### config.mk
export PLATFORM = sky130hd
export DESIGN_NAME = eia_event_interrupt_aggregator
export DESIGN_NICKNAME = d
export VERILOG_FILES = /design/src/eia_pkg.sv /design/src/eia_event_interrupt_aggregator.sv
export VERILOG_INCLUDE_DIRS = /design/src /design/src/src
export SDC_FILE = /design/constraint.sdc
export NUM_CORES = 1
export LEC_CHECK = 0
export BUFFER_PORTS_ARGS = -buffer_cell sky130_fd_sc_hd__buf_2
export CAP_MARGIN = 5
export CORE_MARGIN = 1.5
export CORE_UTILIZATION = 56
export DETAILED_ROUTE_END_ITERATION = 8
export PLACE_DENSITY = 0.8
export SYNTH_ARGS = -nofsm -noshare
export SYNTH_HDL_FRONTEND = slang
export SYNTH_SLANG_ARGS = --single-unit
### constraint.sdc
create_clock -name pclk -period 2.6 [get_ports pclk]
set_clock_uncertainty 0.15 [all_clocks]
set_input_delay 0.26 -clock pclk [delete_from_list [all_inputs] [get_ports pclk]]
set_output_delay 0.26 -clock pclk [all_outputs]
set_load 0.05 [all_outputs]
### src/eia_cfg.svh
`ifndef EIA_CFG_SVH
`define EIA_CFG_SVH

// Register indices; byte address is four times the index
`define EIA_IDX_STATUS 10'h012
`define EIA_IDX_DBNC 10'h014
`define EIA_IDX_MASK 10'h016
`define EIA_IDX_POL 10'h017
`define EIA_IDX_SEQ 10'h04a
`define EIA_IDX_PIN 10'h04c

// Status, de-bounce and polarity bit of each source
`define EIA_POS_PIN1 0
`define EIA_POS_GPI7 6
`define EIA_POS_GPI8 7
`define EIA_POS_FLL 8
`define EIA_POS_MIC1 9
`define EIA_POS_MIC2 10
`define EIA_POS_TEMP 11
`define EIA_POS_IRQ 12
`define EIA_POS_SEQ 13

// Mask bit of each source
`define EIA_MPOS_PIN1 0
`define EIA_MPOS_SEQ 1
`define EIA_MPOS_GPI7 6
`define EIA_MPOS_GPI8 7
`define EIA_MPOS_FLL 8
`define EIA_MPOS_MIC1 9
`define EIA_MPOS_MIC2 10
`define EIA_MPOS_TEMP 11

`define EIA_EINT_BITS 16'h2fc1
`define EIA_POL_RST 16'h1800
`define EIA_DBNC_RST 16'h0000
`define EIA_MASK_RST 16'h0000
`define EIA_NUM_SRC 8

`endif

### src/eia_pkg.sv
package eia_pkg;

	typedef enum logic [1:0] {
		EIA_PIN_INPUT = 2'b00,
		EIA_PIN_LOW = 2'b01,
		EIA_PIN_HIGH = 2'b10,
		EIA_PIN_IRQ = 2'b11
	} eia_pin_sel_e;

	// Event inputs from the rest of the codec
	typedef struct packed {
		logic gpi7;
		logic gpi8;
		logic mic1_short;
		logic mic2_short;
		logic fll_lock;
		logic temp_ok;
	} eia_src_s;

	typedef struct packed {
		logic [15:0] status;
		logic [15:0] dbnc;
		logic [15:0] mask;
		logic [15:0] pol;
		eia_pin_sel_e pin_sel;
		logic run;
		logic slow_timeout_clock_prev;
		logic [7:0] trig_prev;
		logic [7:0] filt;
		logic [7:0][1:0] samp;
		logic wr_ok;
		logic [15:0] rdata;
		logic pready;
		logic pslverr;
		logic pin_out;
		logic pin_oe;
		logic irq_pin;
	} eia_state_s;

endpackage : eia_pkg

### src/eia_event_interrupt_aggregator.sv
// Function
// - Read-only running flag at bit 0 shows sequencer busy (1) or idle (0).
// - Control writes refused while sequencer is busy; host expects no effect.
// - Sequencer busy feeds event logic as a source with de-bounce and polarity.
// - Sequencer event flag bit 13 resets 0, sticks, clears on written 1.
// - De-bounce enable bit 13 filters busy input, only while timeout clock runs.
// - Mask bit 1 set blocks sequencer event from combined interrupt.
// - Polarity bit 13: 0 fires on becoming busy, 1 on becoming idle.
// - Combined interrupt is OR of all unmasked latched event flags.
// - Polarity bit 12, reset 1, makes combined interrupt active low.
// - Combined interrupt readable at status bit 12, read only, polarity applied.
// - Flags latch regardless of mask; mask only gates combined interrupt.
// - Flags set on edges, a held input does not retrigger after clear.
// - While combined interrupt is latched, new trigger events are ignored.
// - Pad input path disabled while the pad drives as output.
// - Polarity 0 triggers on logic 1 input, polarity 1 on logic 0.
// - Event flags in register 12h, always readable, cleared by writing 1.
// - Sources: buttons, accessory detect, clock lock, temperature, sequencer.
// - First general pin can drive constant high or constant low.
//
// Decided for this implementation: the APB slave port.
`include "eia_cfg.svh"
`timescale 1ns/100ps
`default_nettype none

module eia_event_interrupt_aggregator
	import eia_pkg::*;
(
	// Clock and reset
	input wire logic pclk,
	input wire logic presetn,
	// APB slave
	input wire logic psel,
	input wire logic penable,
	input wire logic pwrite,
	input wire logic [11:0] paddr,
	input wire logic [31:0] pwdata,
	output logic [31:0] prdata,
	output logic pready,
	output logic pslverr,
	// Event sources
	input wire eia_src_s ext_events,
	input wire logic sequencer_running_flag,
	input wire logic slow_timeout_clock,
	// General pin one
	input wire logic general_pin_one_in,
	output logic general_pin_one_out,
	output logic general_pin_one_oe,
	// Combined interrupt level, polarity applied
	output logic combined_irq
);

	eia_state_s st_reg;
	eia_state_s st_next;

	function automatic int stat_pos(input int i);
		case (i)
			0: stat_pos = `EIA_POS_PIN1;
			1: stat_pos = `EIA_POS_GPI7;
			2: stat_pos = `EIA_POS_GPI8;
			3: stat_pos = `EIA_POS_MIC1;
			4: stat_pos = `EIA_POS_MIC2;
			5: stat_pos = `EIA_POS_FLL;
			6: stat_pos = `EIA_POS_TEMP;
			default: stat_pos = `EIA_POS_SEQ;
		endcase
	endfunction : stat_pos

	function automatic int mask_pos(input int i);
		case (i)
			0: mask_pos = `EIA_MPOS_PIN1;
			1: mask_pos = `EIA_MPOS_GPI7;
			2: mask_pos = `EIA_MPOS_GPI8;
			3: mask_pos = `EIA_MPOS_MIC1;
			4: mask_pos = `EIA_MPOS_MIC2;
			5: mask_pos = `EIA_MPOS_FLL;
			6: mask_pos = `EIA_MPOS_TEMP;
			default: mask_pos = `EIA_MPOS_SEQ;
		endcase
	endfunction : mask_pos

	function automatic logic reg_hit(input logic [11:0] a);
		logic [9:0] idx;
		idx = a[11:2];
		reg_hit = (a[1:0] == 2'b00) && (idx == `EIA_IDX_STATUS || idx == `EIA_IDX_DBNC ||
			idx == `EIA_IDX_MASK || idx == `EIA_IDX_POL || idx == `EIA_IDX_SEQ ||
			idx == `EIA_IDX_PIN);
	endfunction : reg_hit

	logic [7:0] src_raw;
	logic [7:0] filt_eff;
	logic [7:0] trig;
	logic pin_in_eff;
	logic tick;
	logic irq_raw;
	logic irq_level;
	logic access;
	logic done;

	// Input path gated off while the pad drives, no loop through the pad
	assign pin_in_eff = general_pin_one_in & ~st_reg.pin_oe;
	// Five source classes gathered into one vector
	assign src_raw = {sequencer_running_flag, ext_events.temp_ok, ext_events.fll_lock,
		ext_events.mic2_short, ext_events.mic1_short, ext_events.gpi8, ext_events.gpi7,
		pin_in_eff};
	assign tick = slow_timeout_clock & ~st_reg.slow_timeout_clock_prev;
	assign access = psel & penable;
	assign done = access & st_reg.pready;

	always_comb begin
		logic [9:0] idx;
		logic [15:0] wd;
		int sp;
		int mp;
		sp = 0;
		mp = 0;
		idx = paddr[11:2];
		wd = pwdata[15:0];
		st_next = st_reg;
		irq_raw = 1'b0;
		filt_eff = '0;
		trig = '0;
		st_next.slow_timeout_clock_prev = slow_timeout_clock;
		st_next.run = sequencer_running_flag;

		for (int i = 0; i < `EIA_NUM_SRC; i++) begin
			sp = stat_pos(i);
			mp = mask_pos(i);
			// Flags gate the combined interrupt only through the mask
			irq_raw = irq_raw | (st_reg.status[sp] & ~st_reg.mask[mp]);
		end
		irq_level = irq_raw ^ st_reg.pol[`EIA_POS_IRQ];

		// Register access: clears first so a same-cycle set wins
		if (done && st_reg.wr_ok && pwrite) begin
			unique case (idx)
				`EIA_IDX_STATUS: st_next.status = st_reg.status & ~(wd & `EIA_EINT_BITS);
				`EIA_IDX_DBNC: st_next.dbnc = wd;
				`EIA_IDX_MASK: st_next.mask = wd;
				`EIA_IDX_POL: st_next.pol = wd;
				`EIA_IDX_PIN: st_next.pin_sel = eia_pin_sel_e'(wd[1:0]);
				default: st_next.pin_sel = st_reg.pin_sel;
			endcase
		end

		for (int i = 0; i < `EIA_NUM_SRC; i++) begin
			sp = stat_pos(i);
			// Filter holds still when the timeout clock is stopped
			if (st_reg.dbnc[sp]) begin
				if (tick) begin
					st_next.samp[i] = {st_reg.samp[i][0], src_raw[i]};
					if (st_reg.samp[i][1] == st_reg.samp[i][0] &&
						st_reg.samp[i][0] == src_raw[i]) begin
						st_next.filt[i] = src_raw[i];
					end
				end
				filt_eff[i] = st_reg.filt[i];
			end else begin
				st_next.filt[i] = src_raw[i];
				st_next.samp[i] = {src_raw[i], src_raw[i]};
				filt_eff[i] = src_raw[i];
			end
			trig[i] = filt_eff[i] ^ st_reg.pol[sp];
			// Edge only, and nothing new while the combined interrupt stands
			if (trig[i] && !st_reg.trig_prev[i] && !irq_raw) begin
				st_next.status[sp] = 1'b1;
			end
		end
		st_next.trig_prev = trig;

		// Answer is prepared in the first access cycle, completes in the second
		st_next.pready = access & ~st_reg.pready;
		if (access && !st_reg.pready) begin
			// Writes during a running sequence are refused with an error
			st_next.wr_ok = reg_hit(paddr) & ~(pwrite & sequencer_running_flag);
			st_next.pslverr = ~reg_hit(paddr) | (pwrite & sequencer_running_flag);
			unique case (idx)
				`EIA_IDX_STATUS: begin
					st_next.rdata = st_reg.status & `EIA_EINT_BITS;
					st_next.rdata[`EIA_POS_IRQ] = irq_level;
				end
				`EIA_IDX_DBNC: st_next.rdata = st_reg.dbnc;
				`EIA_IDX_MASK: st_next.rdata = st_reg.mask;
				`EIA_IDX_POL: st_next.rdata = st_reg.pol;
				`EIA_IDX_SEQ: st_next.rdata = {15'h0000, st_reg.run};
				`EIA_IDX_PIN: st_next.rdata = {14'h0000, st_reg.pin_sel};
				default: st_next.rdata = 16'h0000;
			endcase
			if (!reg_hit(paddr) || pwrite) begin
				st_next.rdata = 16'h0000;
			end
		end else if (done) begin
			st_next.pslverr = 1'b0;
			st_next.wr_ok = 1'b0;
			st_next.rdata = 16'h0000;
		end

		unique case (st_reg.pin_sel)
			EIA_PIN_INPUT: begin
				st_next.pin_oe = 1'b0;
				st_next.pin_out = 1'b0;
			end
			EIA_PIN_LOW: begin
				st_next.pin_oe = 1'b1;
				st_next.pin_out = 1'b0;
			end
			EIA_PIN_HIGH: begin
				st_next.pin_oe = 1'b1;
				st_next.pin_out = 1'b1;
			end
			EIA_PIN_IRQ: begin
				st_next.pin_oe = 1'b1;
				st_next.pin_out = irq_level;
			end
		endcase
		st_next.irq_pin = irq_level;
	end

	always_ff @(posedge pclk or negedge presetn) begin
		if (!presetn) begin
			st_reg <= '0;
			st_reg.pol <= `EIA_POL_RST;
			st_reg.dbnc <= `EIA_DBNC_RST;
			st_reg.mask <= `EIA_MASK_RST;
		end else begin
			st_reg <= st_next;
		end
	end

	assign prdata = {16'h0000, st_reg.rdata};
	assign pready = st_reg.pready;
	assign pslverr = st_reg.pslverr;
	assign general_pin_one_out = st_reg.pin_out;
	assign general_pin_one_oe = st_reg.pin_oe;
	assign combined_irq = st_reg.irq_pin;
endmodule : eia_event_interrupt_aggregator

`default_nettype wire

### After elaboration in Yosys (flattened, before gate mapping)

Cells that the tools add are included.
Widths: inputs -> output; s select.

| storage, ports and cells | value |
|---|---|
| bits in registers | 122 |
| latch bits | 0 |
| memory bits (writable) | 0 |
| bits in read-only memories | 0 |
| input bits | 58 |
| memories | 0 |

| cells by class | value |
|---|---|
| $add $sub $neg | 0 |
| $mul | 0 |
| div/mod/pow operators | 0 |
| magnitude comparators | 0 |
| equal/unequal tests | 41 |
| shift-type cells | 0 |
| mux-type cells | 69 |
| bitwise logic cells | 47 |
| reduce and logical (&&, ||, !) cells | 60 |

Operators by type and width:

| kind | number |
|---|---|
| $pmux 16 s6 | 1 |
| $mux 16 | 5 |
| $mux 66 | 1 |
| $eq 10x5->1 const B | 4 |
| $mux 1 | 35 |
| $mux 17 | 2 |
| $mux 2 | 17 |
| $ne 2x1->1 const B | 16 |
| $logic_and 1x1->1 | 28 |
| $reduce_and 2->1 | 12 |
| $eq 10x7->1 const B | 2 |
| $and 16x16->16 | 1 |
| $eq 1x1->1 | 16 |
| $not 14->16 | 1 |
| $and 1x1->1 | 15 |
| $mux 14 | 1 |
| $not 1->1 | 13 |
| $mux 12 | 1 |
| $logic_not 1->1 | 11 |
| $mux 11 | 1 |
| $mux 10 | 1 |
| $mux 9 | 1 |
| $xor 1x1->1 | 9 |
| $mux 8 | 1 |
| 8 further kinds | 22 |

### Longest topological paths before layout

Gate-level depths: netlist (run 1).

| depth | value |
|---|---|
| word-level depth | 19 |
| gate-level depth with buffers | 7 |

### Least setup slack after synthesis (run 1)

No wires, ideal clock.

| path | value |
|---|---|
| path type | register to register |
| from | reg st_reg, in the netlist pready |
| to | reg st_reg[64] (netlist name) |
| setup time | 125 ps |
| arrival | 2151 ps |
| required time | 2325 ps |
| setup slack | 174 ps |
| cell stages (with the launch flop) | 7 |
| path buffers | 2 |
| cells stage by stage | dfrtp_1 > nand3_1 > or2_2 > clkbuf_1 > nor4b_4 > buf_6 > mux2_2 |

| between the ends | value |
|---|---|
| cells in the longest elaborated chain, start to end | 4 |

RTL lines:

| item | line | source |
|---|---|---|
| start: declaration | eia_event_interrupt_aggregator.sv:53 | `eia_state_s st_reg;` |
| start signal: assignment | eia_event_interrupt_aggregator.sv:226 | `st_reg <= st_next;` |
| $and 1x1->1 | eia_event_interrupt_aggregator.sv:108 | `assign done = access & st_reg.pready;` |
| $logic_and 1x1->1 (2 in series) | eia_event_interrupt_aggregator.sv:135 | `if (done && st_reg.wr_ok && pwrite) begin` |
| $reduce_and 2->1 (no line) | -- |  |

No other way between the ends.
A chain may end at the register's enable or synchronous reset.

### Worst setup path in the final report (run 1)

| path | value |
|---|---|
| from | reg st_reg, in the netlist pready |
| to | reg st_reg[60] (netlist name) |

Same word-level chain as after synthesis.

==> impl_metrics.py, run 1 <==
metrics = {
    "power_and_ir_drop": {
        "cellPowerDensity_mw_per_mm2": 674,
        "ir_worst_vdd_mv": 0.368,
        "p_leak_nw": 3.08,
        "fin_total_pwr_w": 0.00446,
    },
    "drt": {
        "via_per_inst": 5.63,
        "drcViolationCount": 0,
        "wl_met3_um": 901,
        "drtIter0Drc": 303,
        "wl_mm": 13.1,
        "top_layer": "met4",
        "vias": 4226,
        "antenna_left": 0,
        "wl_met2_mm": 6.59,
        "wl_met1_mm": 5.36,
        "dr.pass1.iters": 5,
        "detail_route.wl_per_cell_um": 17.5,
    },
    "min_path": {
        "hold_path.class": "in -> reg",
        "whs_endpoint": "st_reg[22]",
        "hold_path_depth": 4,
        "min_from": "general_pin_one_in",
    },
    "cells_and_area": {
        "drive_gt1_share_pct": 28.7,
        "layout_commonest_cell": "dfrtp_1",
        "largest_reg_flops": 93,
        "synthToLayoutAreaGrowth_pct": 18.9,
        "antenna_cells": 0,
        "postLayoutCoreUtil_pct": 68.3,
        "final_nets": 663,
        "final_cell_mix": "112 x dfrtp_1, 64 x nand2_1, 61 x buf_2, 52 x mux2_2",
    },
    "clock_network": {
        "clkTransAtPathRegs_ns": 0.06,
        "clkLatencyLatePin_ns": 0.52,
        "htree_levels": 4,
        "root_buffer": "clkbuf_8",
        "cts_buffers": 17,
        "clock_path_buffers": 2,
        "clock-sinks": 114,
        "post_cts_resize_count": 0,
        "cts_tree": "done",
    },
    "setup_path": {
        "path_max_fanout": 17,
        "reg2reg_slack_ns": 0.56,
        "worst_ep_arrival_time_ns": 2.29,
        "r2r.worst_path.cells": 5,
        "criticalPathCategory": "reg -> reg",
        "crit_path_start_kind": "flip-flop",
        "reg2reg_from": "pready",
        "cp-end-kind": "flip-flop",
        "timing.rr.end": "st_reg[60]",
        "required_ns": 2.85,
    },
    "floorplan": {
        "num_rows": 36,
        "ios": 95,
        "start_util_pct": 57.4,
        "die_w_um": 103,
        "core-area_mm2": 0.00968,
        "die_h_um": 103,
        "die_area_mm2": 0.0105,
    },
    "grt": {
        "grt_pass1_wl_mm": 21.0,
        "grt_pass1_vias": 4262,
        "overflow": 0,
        "antenna_found_initial": 0,
        "grt.total_usage_pct": 26.9,
        "grt_max_degree": 53,
    },
    "sta": {
        "slew_violations": 0,
        "min_period_over_period_pct": 78.5,
        "final-setup-viol-count": 0,
        "relSlewSlack_pct": 31.7,
        "finalHoldViolCount": 0,
        "final.min_clock_period_ns": 2.04,
        "setup_tns_ns": 0,
        "worst_pin_slew_ns": 1.02,
        "setup_slack_ns": 0.560,
        "rsz0062_at_grt": "no",
        "fmax_mhz": 490,
    },
    "placed_design": {
        "gp_congestion": 0.829,
        "io_buffers": 62,
        "place_ws_ns": 0.295,
        "dp_hpwl_mm": 8.44,
    },
    "logic_synthesis": {
        "synth_cells": 529,
        "yosysWarningCount": 0,
        "synth-edff-count": 0,
        "synthDistinctLibCells": 47,
        "synth_area_mm2": 0.00556,
        "synth_top_area_share_pct": 50.4,
        "async_flop_share_pct": 100,
        "synth_seq_area_share_pct": 51.3,
        "synth_area_per_cell_um2": 10.5,
        "synthFlopType": "dfrtp_1",
        "ys_top_cells_by_area": "dfrtp_1 50%, mux2_2 11%, buf_4 4.5%, nand2_1 4.3%, a21oi_1 3.6%",
        "ys_ff_latch": 114,
        "yosysTopAreaCell": "dfrtp_1",
    },
    "outcome": {
        "outcome": "finished clean",
    },
    "job": {
        "maxCapViolations": 0,
    },
}
[worst max-delay path, stage by stage (launching register included)]
cell     delay, ns
dfrtp_1       0.40
nand3_1       0.08
or2_2         0.35
nor4b_4       0.22
buf_4         0.32
mux2_2        0.40
[metrics by stage]
step           area, um2  instances  hold slack (ns)
2_1_floorplan       5620        544           -0.186
3_3_place_gp        5840        694            0.178
3_5_place_dp        5840        694            0.199
4_1_cts             6610        750          0.00505
5_1_grt             6610        750           0.0352
6_report            6610        750           0.0246
[per-layer routing]
layer  vias up  global-route usage, %
li1       1938                      -
met1      2082                   33.3
met2       183                   44.2
met3        23                   7.32
met4         0                   12.5
met5         -                      0
[how the worst max path moves through the flow]
| stage | cells past startpoint | end | from | slack (ns) |
|---|---|---|---|---|
| global placement | 6 | st_reg[85] | paddr[7] | 0.33 |
| detailed placement | 6 | st_reg[87] | paddr[7] | 0.30 |
| finish | 5 | st_reg[60] | pready | 0.56 |
| CTS | 5 | st_reg[63] | pready | 0.57 |
| floorplan | 6 | st_reg[64] | pready | 0.17 |
| global route | 5 | st_reg[60] | pready | 0.45 |
[power by group]
group          internal, W  total, W  switching (W)
Sequential         0.00186   0.00193      0.0000690
Combinational     0.000189  0.000470       0.000281
Clock              0.00128   0.00206       0.000782
[area by class of cell]
cell class	count	area [um2]
Clock buffer	21	439
Clock inverter	10	87.6
Fill cell	687	3070
Inverter	20	75.1
Multi-Input combinational cell	351	2310
Sequential cell	114	2860
Tap cell	133	166
Timing Repair Buffer	101	681
[cell families after synthesis]
group,after synthesis,share of synthesized area (%)
XOR/XNOR,9,1.42
flip-flops,114,51.3
AND/OR/NAND/NOR,154,13.1
buffers and inverters,79,8.14
multiplexers,72,15.0
other,1,0.0674
AO/OA/AOI/OAI,100,10.9
[Yosys cell counts, types with 3 or more instances]
master and number:
nor3_1 18, nand2_1 64, o22ai_1 5, mux2i_1 10, o2bb2ai_1 8, mux2_4 10
clkbuf_1 21, nor2_1 40, a22oi_1 14, o21ai_0 21, dfrtp_1 112, mux2_2 52
nor4_1 3, nand3_1 6, inv_1 20, a21oi_1 40, nor2b_1 3, buf_4 33
nand2b_1 5, xnor2_1 8
[repair_timing]
| item | 4_1_cts | 5_1_grt |
|---|---|---|
| setup buffers | 0 | 0 |
| hold buffers | 25 | 0 |
| hold endpoints to repair | 136 | 0 |
Power figures use the tool's default switching activity.
==> run 2, diff against run 1 <==
==> constraint.sdc (replaced) <==
create_clock -name pclk -period 2.1 [get_ports pclk]
set_clock_uncertainty 0.15 [all_clocks]
set_input_delay 0.21 -clock pclk [delete_from_list [all_inputs] [get_ports pclk]]
set_output_delay 0.21 -clock pclk [all_outputs]
set_load 0.05 [all_outputs]
==> run 2 against run 1 <==
Effect of this change:
- the flow now finishes with violations (hold timing)
- first-iteration DRC count is 34% lower
- sequential power up 23%
- global-route usage rose by 0.58 points
- power grew 32%
- highest routed layer unchanged
==> impl_metrics.py, run 2 (synthesis results as in run 1) <==
metrics = {
    "power_and_ir_drop": {
        "power_frac_seq_pct": 40.5,
        "combPwrFrac_pct": 10.2,
        "clock_power_share_pct": 49.3,
        "cellPowerDensity_mw_per_mm2": 854,
        "netSwitchingFraction_pct": 24.0,
        "power_switching_w": 0.00141,
        "internal_power_w": 0.00448,
        "fin_total_pwr_w": 0.00589,
        "p_leak_nw": 3.21,
        "ir_worst_vdd_mv": 0.539,
    },
    "setup_path": {
        "required_ns": 2.37,
        "cp-end-kind": "flip-flop",
        "cp_top_family": "simple AND/OR/NAND/NOR gates",
        "r2r.worst_path.cells": 5,
        "crit_path_start_kind": "input pin",
        "cp_cell_sequence": "dlygate4sd3_1, buf_2, nor4b_4, nand2_2, or3_1, buf_4, mux2_4",
        "criticalPathCategory": "in -> reg",
        "crit_path_top_delay_cell": "dlygate4sd3_1",
        "reg2reg_from": "pready",
        "timing.rr.end": "st_reg[63]",
        "reg2reg_slack_ns": 0.16,
        "path_max_fanout": 9,
        "path_buf_inv": 3,
        "crit_path_max_incr_delay_ns": 0.54,
        "worst_ep_arrival_time_ns": 2.33,
    },
    "clock_network": {
        "cts_buffers": 17,
        "cts_tree": "done",
        "htree_levels": 4,
        "clock-sinks": 114,
        "clock_path_buffers": 2,
        "clkTransAtPathRegs_ns": 0.05,
        "root_buffer": "clkbuf_8",
        "clkLatencyLatePin_ns": 0.54,
    },
    "grt": {
        "grt.total_usage_pct": 27.5,
        "overflow": 0,
        "grt_max_degree": 47,
        "grt_pass1_vias": 4325,
        "antenna_found_initial": 0,
        "grt_pass1_wl_mm": 21.4,
    },
    "sta": {
        "final-setup-viol-count": 0,
        "final.min_clock_period_ns": 2.06,
        "fmax_mhz": 485,
        "worst_pin_slew_ns": 0.649,
        "setup_slack_ns": 0.0361,
        "setup_tns_ns": 0,
        "relSlewSlack_pct": 56.8,
        "finalHoldViolCount": 3,
        "min_period_over_period_pct": 98.3,
        "whs_ns": -0.00931,
        "slew_violations": 0,
    },
    "floorplan": {
        "die_h_um": 103,
        "core-area_mm2": 0.00968,
        "die_area_mm2": 0.0105,
        "num_rows": 36,
        "ios": 95,
        "die_w_um": 103,
        "start_util_pct": 57.4,
    },
    "placed_design": {
        "dp_hpwl_mm": 8.52,
        "placed_area_mm2": 0.00599,
        "place_ws_ns": -0.0986,
        "io_buffers": 62,
        "gp_congestion": 0.795,
    },
    "drt": {
        "vias": 4296,
        "detail_route.wl_per_cell_um": 17.2,
        "antenna_left": 0,
        "via_per_inst": 5.62,
        "drcViolationCount": 0,
        "dr.pass1.iters": 5,
        "drtIter0Drc": 200,
        "wl_mm": 13.1,
    },
    "cells_and_area": {
        "final_nets": 678,
        "final_cell_mix": "111 x dfrtp_1, 63 x nand2_1, 61 x buf_2, 45 x mux2_2",
        "antenna_cells": 0,
        "largest_reg_flops": 93,
        "layout_commonest_cell": "dfrtp_1",
        "postLayoutCoreUtil_pct": 71.2,
        "drive_gt1_share_pct": 30.7,
        "synthToLayoutAreaGrowth_pct": 23.9,
        "nFillCells": 689,
        "stdcell_area_mm2": 0.00689,
    },
    "min_path": {
        "whs_endpoint": "prdata[1]",
        "hold_path.class": "in -> reg",
        "hold_path_depth": 4,
        "min_from": "paddr[0]",
    },
    "job": {
        "maxCapViolations": 0,
    },
    "outcome": {
        "outcome": "finished with violations",
        "violations": "hold timing",
    },
}
==> run 2: routing by layer <==
metal  GRT usage [%]  up-vias  share of wire [%]
met5               0        -                  0
met4            11.9        0                2.2
met3            6.71       29                5.3
met2            45.4      165                 50
met1            34.6     2134                 42
li1                -     1968                  -
==> run 2: final cells by class <==
class	count	area, um2	share of cell area (%)
Inverter	20	75.1	1.09
Sequential cell	114	2860	41.4
Clock buffer	22	473	6.86
Tap cell	133	166	2.41
Multi-Input combinational cell	351	2350	34.1
Timing Repair Buffer	116	841	12.2
Clock inverter	9	129	1.87
==> run 2: worst reg2reg max path, cell delays in order (launching register included) <==
cell and delay, ns:
dfrtp_2 0.40, nand3_2 0.08, or2_4 0.27, nor4b_4 0.34
buf_12 0.23, mux2_2 0.36
==> run 2: worst max path at each step <==
stage              from         end  slack [ns]  cells after the start
6_report       paddr[2]  st_reg[85]        0.04                      7
5_1_grt        paddr[2]  st_reg[79]       -0.02                      7
4_1_cts        paddr[2]  st_reg[79]        0.06                      7
3_5_place_dp   paddr[7]  st_reg[85]        -0.1                      6
3_3_place_gp   paddr[7]  st_reg[79]       -0.07                      6
2_1_floorplan    pready  st_reg[64]       -0.16                      6
==> run 2: metrics by stage <==
| step | cells | hold WS [ns] |
|---|---|---|
| 2_1_floorplan | 544 | -0.236 |
| 3_5_place_dp | 705 | 0.133 |
| 5_1_grt | 765 | 0.0115 |
| 4_1_cts | 765 | 0.0317 |
| 6_report | 765 | -0.00931 |
| 3_3_place_gp | 705 | 0.119 |
==> run 2: power groups by stage <==
stage | Combinational (W) | Sequential [W] | Clock, W
after floorplan | 0.000360 | 0.00241 | 0
after global placement | 0.000536 | 0.00241 | 0
after detailed placement | 0.000552 | 0.00242 | 0
after CTS | 0.000602 | 0.00238 | 0.00294
after global routing | 0.000657 | 0.00240 | 0.00305
final | 0.000601 | 0.00238 | 0.00290
==> run 2: repair_timing <==
| item | 4_1_cts | 5_1_grt |
|---|---|---|
| gates resized for setup | 0 | 2 |
| hold endpoints to repair | 177 | 0 |
| hold buffers | 29 | 0 |
| buffers inserted | 0 | 0 |
| setup endpoints to repair | 0 | 17 |
